$ cat src/hw/sar_ctrl_pkg.sv
/*
  constants, register map and carrier types for the converter control block.
  assumes a 50 MHz system clock and Avalon-MM byte addressing.
*/
package sar_ctrl_pkg;
  // ==========================================================
  // register map (byte addresses)
  localparam logic [4:0] OFF_CONTROL = 5'h00;
  localparam logic [4:0] OFF_CONFIG = 5'h04;
  localparam logic [4:0] OFF_RES_HIGH = 5'h08;
  localparam logic [4:0] OFF_RES_LOW = 5'h0C;
  localparam logic [4:0] OFF_IRQ = 5'h10;
  localparam logic [7:0] CONTROL_RESET = 8'h00;
  localparam logic [7:0] CONFIG_RESET = 8'h00;
  // irq register bits
  localparam int IRQ_FLAG_BIT = 0;
  localparam int IRQ_ENABLE_BIT = 1;
  localparam int IRQ_POWER_BIT = 2;
  // ==========================================================
  // field codes
  localparam logic [1:0] CLK_RC_LOW = 2'b11;
  localparam logic [4:0] CH_FIRST = 5'h04;
  localparam logic [4:0] CH_LAST_SMALL = 5'h07;
  localparam logic [4:0] CH_LAST_LARGE = 5'h0B;
  localparam logic [4:0] CH_TEMPERATURE = 5'h1D;
  localparam logic [4:0] CH_DAC = 5'h1E;
  localparam logic [4:0] CH_FIXED_REF = 5'h1F;
  localparam logic [1:0] PREF_RESERVED = 2'b01;
  // ==========================================================
  // timing: 11.5 periods counted as 23 half periods
  localparam logic [4:0] CONV_HALF_TADS = 5'd23;
  localparam logic [4:0] SAMPLE_HALF_TADS = 5'd3;
  localparam int CLK_NS = 20;
  localparam int INSTR_NS = 80;
  localparam int INSTR_CLKS = (INSTR_NS + CLK_NS - 1) / CLK_NS;
  // ==========================================================
  // carriers
  typedef struct packed {
    logic unused;
    logic [4:0] channelSelect;
    logic go;
    logic converterEnable;
  } control_t;
  typedef struct packed {
    logic resultJustifySelect;
    logic [2:0] convClockSelect;
    logic unused;
    logic negRefSelect;
    logic [1:0] posRefSelect;
  } config_t;
  typedef enum logic [3:0] {
    ST_IDLE = 4'b0001,
    ST_DELAY = 4'b0010,
    ST_CONV = 4'b0100,
    ST_SPARE = 4'b1000
  } state_t;
endpackage : sar_ctrl_pkg

$ cat src/hw/sar_adc_conversion_control.sv
/*
  successive approximation converter sequencer with Avalon-MM registers.
  assumes comparator, rc tick, sleep and trigger inputs synchronous to clock.
*/
// Register access over Avalon-MM and the address map are this design's own decisions.
`timescale 1ns/1ps
module sar_adc_conversion_control
  import sar_ctrl_pkg::*;
#(
  parameter bit LARGE_VARIANT = 1'b1, // inputs 8..11 exist
  parameter int DELAY_CLKS = INSTR_CLKS // one instruction, in clocks
) (
  input wire logic clock, // 50 MHz system clock
  input wire logic rst, // synchronous reset, high
  input wire logic [4:0] address, // byte address
  input wire logic read, // avalon read
  input wire logic write, // avalon write
  input wire logic [3:0] byteenable, // lane 0 carries the register
  input wire logic [31:0] writedata, // write data
  output logic [31:0] readdata, // read data
  output logic waitrequest, // high until answer
  input wire logic compareHigh, // sampled input at or above dac trial
  input wire logic rcTick, // half period pulse of rc oscillator
  input wire logic sleepMode, // core is in sleep
  input wire logic specialTrigger, // event pulse from compare unit four
  output logic [9:0] dacCode, // trial code to the capacitor dac
  output logic sampleHold, // high while sampler holds input
  output logic converterPower, // analog bias on
  output logic [4:0] channelSelect, // mux code
  output logic channelConnected, // mux code reaches an input
  output logic negRefSelect, // 1 selects external negative pin
  output logic [1:0] posRefSelect, // positive reference code
  output logic wakeRequest, // pulse: wake core
  output logic timerReset, // pulse: clear timer one counter
  output logic doneFlag // conversion done flag
);
  // ==========================================================
  // registers and state
  control_t control; // go bit here mirrors busy
  config_t settings; // format, clock, references
  logic [7:0] resHigh; // result_high_byte
  logic [7:0] resLow; // result_low_byte
  logic irqEnable; // conversion_irq_enable
  logic sleepOff; // converter parked by sleep
  state_t state; // sequencer state
  logic [9:0] sar; // approximation register
  logic [3:0] bitIdx; // bit under trial
  logic lastBit; // last resolved bit value
  logic anyResolved; // at least one bit resolved
  logic [4:0] halfCnt; // half periods elapsed
  logic [5:0] divCnt; // system clock divider
  logic [7:0] delayCnt; // extra instruction delay
  logic halfTick; // one half period elapsed
  logic busAck; // request answered this cycle
  logic regWrite; // write takes effect
  logic isRc; // rc clock selected
  logic startReq; // software or trigger start
  logic abortReq; // software clears go, or converter enable is low
  logic sleepAbort; // sleep kills non-rc conversion
  logic finish; // last half period of conversion
  logic [5:0] halfLen; // clocks per half period
  logic [15:0] next_result; // formatted bytes
  logic [9:0] partial; // aborted value, filled

  // ==========================================================
  // decode helpers
  assign busAck = (read | write) & ~waitrequest;
  assign regWrite = write & busAck & byteenable[0];
  assign isRc = (settings.convClockSelect[1:0] == CLK_RC_LOW);
  assign startReq = (state == ST_IDLE) & control.converterEnable &
    ((regWrite & address == OFF_CONTROL & writedata[1]) | specialTrigger);
  assign abortReq = (state != ST_IDLE) & ((regWrite &
    address == OFF_CONTROL & ~writedata[1]) | ~control.converterEnable);
  assign sleepAbort = (state != ST_IDLE) & sleepMode & ~isRc;
  assign finish = (state == ST_CONV) & halfTick &
    (halfCnt == CONV_HALF_TADS - 5'd1);

  // half period length in system clocks per divider code
  always_comb begin
    unique case (settings.convClockSelect)
      3'b000: halfLen = 6'd1;
      3'b100: halfLen = 6'd2;
      3'b001: halfLen = 6'd4;
      3'b101: halfLen = 6'd8;
      3'b010: halfLen = 6'd16;
      3'b110: halfLen = 6'd32;
      default: halfLen = 6'd1;
    endcase
  end
  assign halfTick = isRc ? rcTick : (divCnt == halfLen - 6'd1);

  // unresolved bits copy the last resolved bit, zero if none
  always_comb begin
    for (int i = 0; i < 10; i++) begin
      if (i > int'(bitIdx) || bitIdx > 4'd9) begin // wrapped: all done
        partial[i] = sar[i];
      end else begin
        partial[i] = anyResolved & lastBit;
      end
    end
  end

  // format of the loaded value
  always_comb begin
    logic [9:0] v;
    v = finish ? sar : partial; // bit 0 was decided one tick earlier
    if (settings.resultJustifySelect) begin
      next_result = {6'h00, v[9:8], v[7:0]};
    end else begin
      next_result = {v[9:2], v[1:0], 6'h00};
    end
  end

  // ==========================================================
  // avalon answer: one wait cycle, then answer
  always_ff @(posedge clock) begin
    if (rst) begin
      waitrequest <= 1'b1;
    end else if ((read | write) & waitrequest) begin
      waitrequest <= 1'b0;
    end else begin
      waitrequest <= 1'b1;
    end
  end

  // read data captured as waitrequest falls
  always_ff @(posedge clock) begin
    if (rst) begin
      readdata <= 32'h0000_0000;
    end else if (read & waitrequest) begin
      unique case (address)
        OFF_CONTROL: readdata <= {24'h00_0000, 1'b0,
          control.channelSelect, state != ST_IDLE,
          control.converterEnable};
        OFF_CONFIG: readdata <= {24'h00_0000, settings[7:4], 1'b0,
          settings[2:0]};
        OFF_RES_HIGH: readdata <= {24'h00_0000, resHigh};
        OFF_RES_LOW: readdata <= {24'h00_0000, resLow};
        OFF_IRQ: readdata <= {29'h0000_0000, converterPower,
          irqEnable, doneFlag};
        default: readdata <= 32'h0000_0000; // unmapped reads zero
      endcase
    end
  end

  // ==========================================================
  // software registers
  always_ff @(posedge clock) begin
    if (rst) begin
      control <= CONTROL_RESET;
      settings <= CONFIG_RESET;
      irqEnable <= 1'b0;
    end else begin
      if (regWrite & address == OFF_CONTROL) begin
        control.channelSelect <= writedata[6:2];
        control.converterEnable <= writedata[0];
      end
      if (regWrite & address == OFF_CONFIG) begin
        settings <= {writedata[7:4], 1'b0, writedata[2:0]};
      end
      if (regWrite & address == OFF_IRQ) begin
        irqEnable <= writedata[IRQ_ENABLE_BIT];
      end
      control.go <= (state != ST_IDLE) | startReq;
    end
  end

  // done flag: hardware set wins over a software clear
  always_ff @(posedge clock) begin
    if (rst) begin
      doneFlag <= 1'b0;
    end else if (finish) begin
      doneFlag <= 1'b1;
    end else if (regWrite & address == OFF_IRQ) begin
      doneFlag <= writedata[IRQ_FLAG_BIT];
    end
  end

  // result bytes: software may write them, conversion overwrites
  always_ff @(posedge clock) begin
    if (rst) begin
      resHigh <= 8'h00;
      resLow <= 8'h00;
    end else if (finish | (abortReq & state == ST_CONV & ~sleepAbort)) begin
      resHigh <= next_result[15:8];
      resLow <= next_result[7:0];
    end else if (regWrite) begin
      if (address == OFF_RES_HIGH) begin
        resHigh <= writedata[7:0];
      end
      if (address == OFF_RES_LOW) begin
        resLow <= writedata[7:0];
      end
    end
  end

  // ==========================================================
  // sequencer
  always_ff @(posedge clock) begin
    if (rst) begin
      state <= ST_IDLE;
      halfCnt <= 5'd0;
      delayCnt <= 8'd0;
      sar <= 10'h000;
      bitIdx <= 4'd9;
      lastBit <= 1'b0;
      anyResolved <= 1'b0;
    end else if (abortReq | sleepAbort | finish) begin
      state <= ST_IDLE;
    end else begin
      unique case (state)
        ST_IDLE: begin
          if (startReq) begin
            // rc clock waits one instruction so sleep can begin
            state <= isRc ? ST_DELAY : ST_CONV;
            delayCnt <= 8'(DELAY_CLKS - 1);
            halfCnt <= 5'd0;
            sar <= 10'h200;
            bitIdx <= 4'd9;
            anyResolved <= 1'b0;
          end
        end
        ST_DELAY: begin
          if (delayCnt == 8'd0) begin
            state <= ST_CONV;
          end
          delayCnt <= delayCnt - 8'd1;
        end
        ST_CONV: begin
          if (halfTick) begin
            halfCnt <= halfCnt + 5'd1;
            if (halfCnt >= SAMPLE_HALF_TADS && halfCnt[0]) begin
              sar[bitIdx] <= compareHigh;
              if (bitIdx != 4'd0) begin
                sar[bitIdx - 4'd1] <= 1'b1;
              end
              lastBit <= compareHigh;
              anyResolved <= 1'b1;
              bitIdx <= bitIdx - 4'd1;
            end
          end
        end
        default: state <= ST_IDLE;
      endcase
    end
  end

  // system clock divider, restarted each conversion
  always_ff @(posedge clock) begin
    if (rst | state != ST_CONV | halfTick) begin
      divCnt <= 6'd0;
    end else begin
      divCnt <= divCnt + 6'd1;
    end
  end

  // ==========================================================
  // sleep handling and power
  always_ff @(posedge clock) begin
    if (rst | ~sleepMode) begin
      sleepOff <= 1'b0;
    end else if (sleepAbort | (finish & ~irqEnable)) begin
      sleepOff <= 1'b1;
    end
  end

  // registered outputs
  always_ff @(posedge clock) begin
    if (rst) begin
      converterPower <= 1'b0;
      wakeRequest <= 1'b0;
      timerReset <= 1'b0;
      sampleHold <= 1'b0;
      dacCode <= 10'h000;
      channelSelect <= 5'h00;
      channelConnected <= 1'b0;
      negRefSelect <= 1'b0;
      posRefSelect <= 2'b00;
    end else begin
      converterPower <= control.converterEnable & ~sleepOff;
      wakeRequest <= finish & sleepMode & irqEnable;
      timerReset <= specialTrigger & startReq;
      sampleHold <= state == ST_CONV & halfCnt < SAMPLE_HALF_TADS;
      dacCode <= sar;
      channelSelect <= control.channelSelect;
      // reserved codes still convert, nothing is connected
      channelConnected <= (control.channelSelect >= CH_FIRST &
        control.channelSelect <= (LARGE_VARIANT ? CH_LAST_LARGE :
        CH_LAST_SMALL)) | control.channelSelect >= CH_TEMPERATURE;
      negRefSelect <= settings.negRefSelect;
      posRefSelect <= settings.posRefSelect;
    end
  end

  // ==========================================================
  // checks
  a_finish_flags: assert property (@(posedge clock)
    disable iff (rst) finish |=> doneFlag && state == ST_IDLE)
    else $error("completion did not set flag or clear busy");
  a_abort_idle: assert property (@(posedge clock)
    disable iff (rst) (abortReq && !finish) |=> state == ST_IDLE)
    else $error("abort left sequencer running");
  a_reset_clear: assert property (@(posedge clock)
    rst |=> control == CONTROL_RESET && state == ST_IDLE)
    else $error("reset did not clear control");
  a_rc_delay: assert property (@(posedge clock)
    disable iff (rst) (startReq && isRc) |=> state == ST_DELAY)
    else $error("rc start skipped delay");
  a_wake_cause: assert property (@(posedge clock)
    disable iff (rst) wakeRequest |-> $past(irqEnable) && $past(finish))
    else $error("wake without completion");
  a_sleep_abort: assert property (@(posedge clock)
    disable iff (rst) (sleepAbort && sleepMode) |=> state == ST_IDLE ##1
    (!converterPower || !sleepMode))
    else $error("sleep did not park converter");
  a_trigger_timer: assert property (@(posedge clock)
    disable iff (rst) (specialTrigger && startReq) |=> timerReset &&
    control.go)
    else $error("trigger did not start and clear timer");
  // ten decisions leave the bit index wrapped past zero at finish
  a_conv_length: assert property (@(posedge clock)
    disable iff (rst) finish |-> halfCnt == 5'd22 && bitIdx == 4'd15)
    else $error("conversion length wrong");
  a_right_zero: assert property (@(posedge clock)
    disable iff (rst) (finish && settings.resultJustifySelect) |=>
    resHigh[7:2] == 6'h00)
    else $error("right format high bits not zero");
  a_power_off: assert property (@(posedge clock)
    disable iff (rst) !control.converterEnable |=> !converterPower)
    else $error("converter powered while disabled");
endmodule : sar_adc_conversion_control

$ cat config.mk
export PLATFORM = sky130hd
export DESIGN_NAME = sar_adc_conversion_control
export DESIGN_NICKNAME = d
export VERILOG_FILES = /design/src/hw/sar_ctrl_pkg.sv /design/src/hw/sar_adc_conversion_control.sv
export SDC_FILE = /design/constraint.sdc
export NUM_CORES = 1
export LEC_CHECK = 0
export BUFFER_PORTS_ARGS = -buffer_cell sky130_fd_sc_hd__buf_2
export CAP_MARGIN = 20
export CORE_ASPECT_RATIO = 0.6
export CORE_MARGIN = 3
export CORE_UTILIZATION = 48
export CTS_CLUSTER_SIZE = 12
export DETAILED_ROUTE_END_ITERATION = 8
export HOLD_SLACK_MARGIN = 0.08
export PLACE_DENSITY = 0.79
export SKIP_LAST_GASP = 1
export SYNTH_ARGS = -nofsm -noshare
export SYNTH_HDL_FRONTEND = slang
export SYNTH_SLANG_ARGS = --single-unit
$ cat constraint.sdc
create_clock -name clock -period 2.5 [get_ports clock]
set_input_delay 0.125 -clock clock [delete_from_list [all_inputs] [get_ports clock]]
set_output_delay 0.125 -clock clock [all_outputs]
set_load 0.02 [all_outputs]
After elaboration in Yosys (flattened, before gate mapping)
Index checks and enable logic that the tools add are counted.
{"block": "totals", "regBits": 127, "in_bits": 49, "out_inout_bits": 57, "elab_cells": 204}
{"block": "classes", "addsub": 5, "magnitude_cmp": 19, "eq_ne": 21, "n_mux": 51, "n_bitwise": 49, "n_reduce_logical": 29}
{"operator": "$mux 8", "count": 7}
{"operator": "$mux 10", "count": 5}
{"operator": "$pmux 8 s5", "count": 1}
{"operator": "$pmux 6 s5", "count": 1}
{"operator": "$and 1x1->1", "count": 27}
{"operator": "$mux 4", "count": 5}
{"operator": "$pmux 10 s2", "count": 1}
{"operator": "$mux 1", "count": 19}
{"operator": "$gt 3x4->1 const A", "count": 4}
{"operator": "$mux 16", "count": 1}
{"operator": "$pmux 8 s2", "count": 1}
{"operator": "$pmux 4 s3", "count": 1}
{"operator": "$reduce_bool 2->1", "count": 6}
{"operator": "$or 1x1->1", "count": 11}
{"operator": "$bwmux 10", "count": 1}
{"operator": "$eq 5x4->1 const B", "count": 2}
{"operator": "$eq 5x5->1 const B", "count": 2}
{"operator": "$lt 4x5->1 const B", "count": 2}
{"operator": "$mux 5", "count": 2}
{"operator": "$not 1->1", "count": 10}
{"operator": "$or 10x10->10", "count": 1}
{"operator": "$pmux 5 s2", "count": 1}
{"operator": "$eq 3x3->1 const B", "count": 3}
{"operator": "$logic_or 1x1->1", "count": 9}
{"operator": "other kinds (40)", "count": 51}

Depth between registers and ports, before layout
{"block": "logic_depth", "ltp_word": 13, "mapped_depth": 12}

Least setup slack after synthesis
No wires, ideal clock.
{"block": "synth_path", "path_kind": "register -> register", "startpoint": "reg settings[4] in the netlist's numbering", "endpoint": "reg sar[2]", "arrival_time_ns": 2.551, "required_time_ns": 2.379, "path_slack_ns": -0.172, "stages_incl_launch_ff": 12, "n_path_buf": 1, "path_cell_list": "dfxtp_1 > inv_1 > ha_1 > and2_4 > o32ai_2 > xnor2_1 > a41oi_2 > o31ai_4 > nand3_4 > a21oi_4 > buf_6 > mux2_4"}
{"block": "synth_between", "elab_chain_len": 10}
{"item": "start: declaration", "line": "sar_adc_conversion_control.sv:40", "text": "config_t settings;"}
{"item": "start signal: assignment", "line": "sar_adc_conversion_control.sv:159", "text": "settings <= {writedata[7:4], 1'b0, writedata[2:0]};"}
{"item": "$eq 3x3->1, or another cell as far along", "line": "sar_adc_conversion_control.sv:80", "text": "unique case (settings.convClockSelect)"}
{"item": "$pmux 6 s5", "line": "sar_adc_conversion_control.sv:80"}
{"item": "$sub 6x1->6", "line": "sar_adc_conversion_control.sv:90", "text": "assign halfTick = isRc ? rcTick : (divCnt == halfLen - 6'd1);"}
{"item": "$eq 6x6->1", "line": "sar_adc_conversion_control.sv:90"}
{"item": "$mux 1", "line": "sar_adc_conversion_control.sv:90"}
{"item": "$and 1x1->1 (2 in series)", "line": "sar_adc_conversion_control.sv:75", "text": "assign finish = (state == ST_CONV) & halfTick &"}
{"item": "$or 1x1->1", "line": "sar_adc_conversion_control.sv:208", "text": "end else if (abortReq | sleepAbort | finish) begin"}
{"item": "$not 1->1 (no line)"}
{"item": "$reduce_and 5->1 (no line) *"}
{"item": "end signal: indexed assignment", "line": "sar_adc_conversion_control.sv:233", "text": "sar[bitIdx] <= compareHigh;"}
{"item": "end: declaration", "line": "sar_adc_conversion_control.sv:46", "text": "logic [9:0] sar;"}
Every way passes the cells marked *; elsewhere a longest branch is shown, timed or not.
A chain may end at the register's enable or synchronous reset.

Final worst setup path
{"block": "layout_path", "startpoint": "reg settings[5] in the netlist's numbering", "endpoint": "reg state[1]"}
{"block": "layout_between", "elab_chain_len": 9}
{"item": "$eq 3x3->1, or another cell as far along", "line": "sar_adc_conversion_control.sv:80"}
{"item": "$pmux 6 s5", "line": "sar_adc_conversion_control.sv:80"}
{"item": "$sub 6x1->6", "line": "sar_adc_conversion_control.sv:90"}
{"item": "$eq 6x6->1", "line": "sar_adc_conversion_control.sv:90"}
{"item": "$mux 1", "line": "sar_adc_conversion_control.sv:90"}
{"item": "$and 1x1->1 (2 in series)", "line": "sar_adc_conversion_control.sv:75"}
{"item": "$or 1x1->1", "line": "sar_adc_conversion_control.sv:208"}
{"item": "$reduce_or 2->1 (no line)"}
{"item": "end signal: assignment", "line": "sar_adc_conversion_control.sv:215", "text": "state <= isRc ? ST_DELAY : ST_CONV;"}
{"item": "end: declaration", "line": "sar_adc_conversion_control.sv:45", "text": "state_t state;"}
Parallel ways exist; a longest one is shown, timed or not. The select of a mux whose other input is x is not followed.

==> impl_metrics.ini <==
[placement]
place.gp.congestion = 0.9213
portBuffers = 54
hpwl_mm = 10.27
dpl_cell_area_um2 = 5913

[final_layout]
n_antenna_cell = 0
design_area_um2 = 6579
area_growth_pct = 21.77
nNetsFinal = 753
layout-drive-gt1-share_pct = 27.13
n_fill_cell = 891
final_core_util_pct = 61.05

[route]
via_count = 4719
drt-pass1-iter-count = 5
vias_per_cell = 5.672
routed_wl_mm = 14.32
wire_per_inst_um = 17.21
drtAntennaViolNets = 0
post-route-drc-count = 0
drtIter0Drc = 431

[synthesis]
synthTopCellsByArea = dfxtp_1 (38%), mux2i_1 (7.4%), nor2_1 (4.9%)
synth_most_common_cell = dfxtp_1
synth_edf_count = 0
syn_avg_cell_area_um2 = 8.975
ys_types = 75
yosys-top-cells-count = dfxtp_1 (102), nor2_1 (70), nand2_1 (52), mux2i_1 (40), a21oi_1 (28)
synth_area_um2 = 5403
syn_inst = 602
yosys_warnings = 0
ys_ff_latch = 102
ys_seq_area_share_pct = 37.80
synth_ff_type = dfxtp_1
synth_top_area_share_pct = 37.80
synth_area_leader_cell = dfxtp_1
async_reset_ff_share_pct = 0

[worst_setup_path]
r2r_start = settings[5]
critPathMostFrequentCell = buf_4
crit_arrival_ns = 2.94
cp.required_ns = 2.74
path_cells = inv_2, ha_2, nand2b_1, o32ai_2, xnor2_1, a41oi_2, buf_4, or2_4, buf_4, and3_4, buf_4, a31oi_4, nor2_1
worstSetupPathType = flop to flop
cp-end-kind = flop
cpMaxStageDelayCell = dfxtp_4
crit_fanout = 6
cp-startpoint = settings[5]
crit_path_max_incr_delay_ns = 0.37
critPathLaunchType = flop

[die]
fp.dieH_um = 88.18
dieArea_um2 = 12610
start_util_pct = 50.13
coreArea_um2 = 10780
rows = 29
die_w_um = 143.0
ios = 106

[pwr]
pwr-share-clk_pct = 40.5
p_int_w = 0.002592
power_density_nw_per_um2 = 532.1
p_switching_w = 0.0009086
p_comb_share_pct = 11.4
seq_power_share_pct = 48.1
irDropWorstVdd_mv = 0.4624
p_leak_nw = 2.667
switching_share_pct = 25.96

[global_routing]
first_global_vias = 4343
grt_max_degree = 70
antenna_found_initial = 0
grtUsageTotal_pct = 22.40
overflow = 0
grt_pass1_wl_mm = 22.18

[clock_tree]
cts_buffer_depth = 2
htreeDepth = 3
cts_sinks = 102
clk_pin_slew_ns = 0.07
clk_latency_ns = 0.35
cts_tree = built
cts_buffers = 9
root_buffer = clkbuf_16

[timing]
maxSlewViolCount = 0
max_freq_ghz = 0.3709
fin_crit_sh_pct = 107.8
tightest_slew_ns = 0.7776
relSlewSlack_pct = 48.16
hold_viol_final = 0
finalSetupViolCount = 35
period_minus_slack_ns = 2.696
hold_slack_ns = 0.1324
fin_ws_ns = -0.1961
rsz0062_at_grt = true
finClkSkew_ns = 0.009661

[min_path]
hold_path_class = primary input to flop
holdCritStartpoint = writedata[1]

[run]
drv_cap = 0

[status]
violations = setup timing
status = finished with violations
-- timing repair --
item | CTS | global route
endpoints found under the setup margin | 35 | 40
setup buffers | 2 | 8
endpoints found under the hold margin | 9 | 0
resized for setup | 14 | 33
pin swaps | 1 | 11
hold buffers | 10 | 0
cloned | 0 | 1
-- power groups by stage --
stage          sequential [W]  combinational, W  clock, W
6_report              0.00168          0.000399   0.00142
5_1_grt               0.00169          0.000436   0.00150
4_1_cts               0.00168          0.000381   0.00145
3_5_place_dp          0.00172          0.000363         0
3_3_place_gp          0.00172          0.000349         0
2_1_floorplan         0.00172          0.000275         0
-- area by class of cell --
cell class	instances	area, um^2	area share [%]
inverters	14	55.05	0.8368
clock buffers	9	225.2	3.423
flip-flops and latches	102	2049	31.15
clock inverters	6	68.82	1.046
repair buffers	107	718.2	10.92
well taps	139	173.9	2.644
multi-input cells	455	3288	49.98
-- sequential cells by signal, summed over array words and instances (netlist names), 2 cells and up --
register       count
divCnt             6
readdata           8
state              3
resLow             8
dacCode           10
bitIdx             4
control            6
posRefSelect       2
settings           7
resHigh            8
sar               10
halfCnt            5
channelSelect      5
delayCnt           8
-- layer usage --
| metal | part of all wire (%) | wire length, um | up-vias | global-route usage (%) |
|---|---|---|---|---|
| li1 | - | - | 2268 | - |
| met1 | 47 | 6775 | 2253 | 32.02 |
| met2 | 43 | 6211 | 189 | 33.99 |
| met3 | 8.6 | 1229 | 9 | 5.783 |
| met4 | 0.73 | 104 | 0 | 5.436 |
| met5 | 0 | 0 | - | 0 |
-- path summary, 6_finish.rpt --
kind	cells after the start	slack, ns	endpoint
setup / recovery	13	-0.20	state[1]
hold / removal	3	0.13	irqEnable
hold reg to reg	1	0.43	converterPower
setup reg to reg	13	-0.20	state[1]
-- per-stage QoR --
stage          total power [W]  setup TNS (ns)  setup slack (ns)  cells
5_1_grt               0.003623          -6.856           -0.2638    832
3_3_place_gp          0.002065          -1.739           -0.1047    797
6_report              0.003500          -3.716           -0.1961    832
3_5_place_dp          0.002083          -3.820           -0.1850    797
2_1_floorplan         0.001995               0          0.008630    625
4_1_cts               0.003508          -3.653           -0.1737    824
-- cell usage in the layout (no fill, tap or decap), types with 12 or more instances in the layout --
master / instances
a21oi_1: 26
o21ai_0: 14
mux2i_1: 32
dfxtp_1: 100
nor2_1: 70
inv_1: 12
nand2_1: 51
buf_2: 55
nor2b_1: 22
nand3_1: 13
buf_4: 37
conb_1: 24
-- cells by family (layout without fill, tap and decap cells) --
family,Yosys count,after routing,share of synthesized area [%]
AOI/OAI and AO/OA,125,125,16.61
xor gates and xnor gates,13,13,2.107
adders and majority gates,15,15,3.474
buffers and inverters,68,136,6.855
DFF,102,102,37.80
muxes,60,60,12.90
other,1,24,0.06941
and+or+nand+nor,218,218,20.19
-- critical path: cells and delay by family (launching register included) --
family          cells  cell delay, ns
fa+ha+maj           1            0.20
xor+xnor            1            0.16
simple gates        4            0.63
compound gates      3            0.66
buf+inv             4            0.57
flops               1            0.37
(Power assumes the default switching activity.)
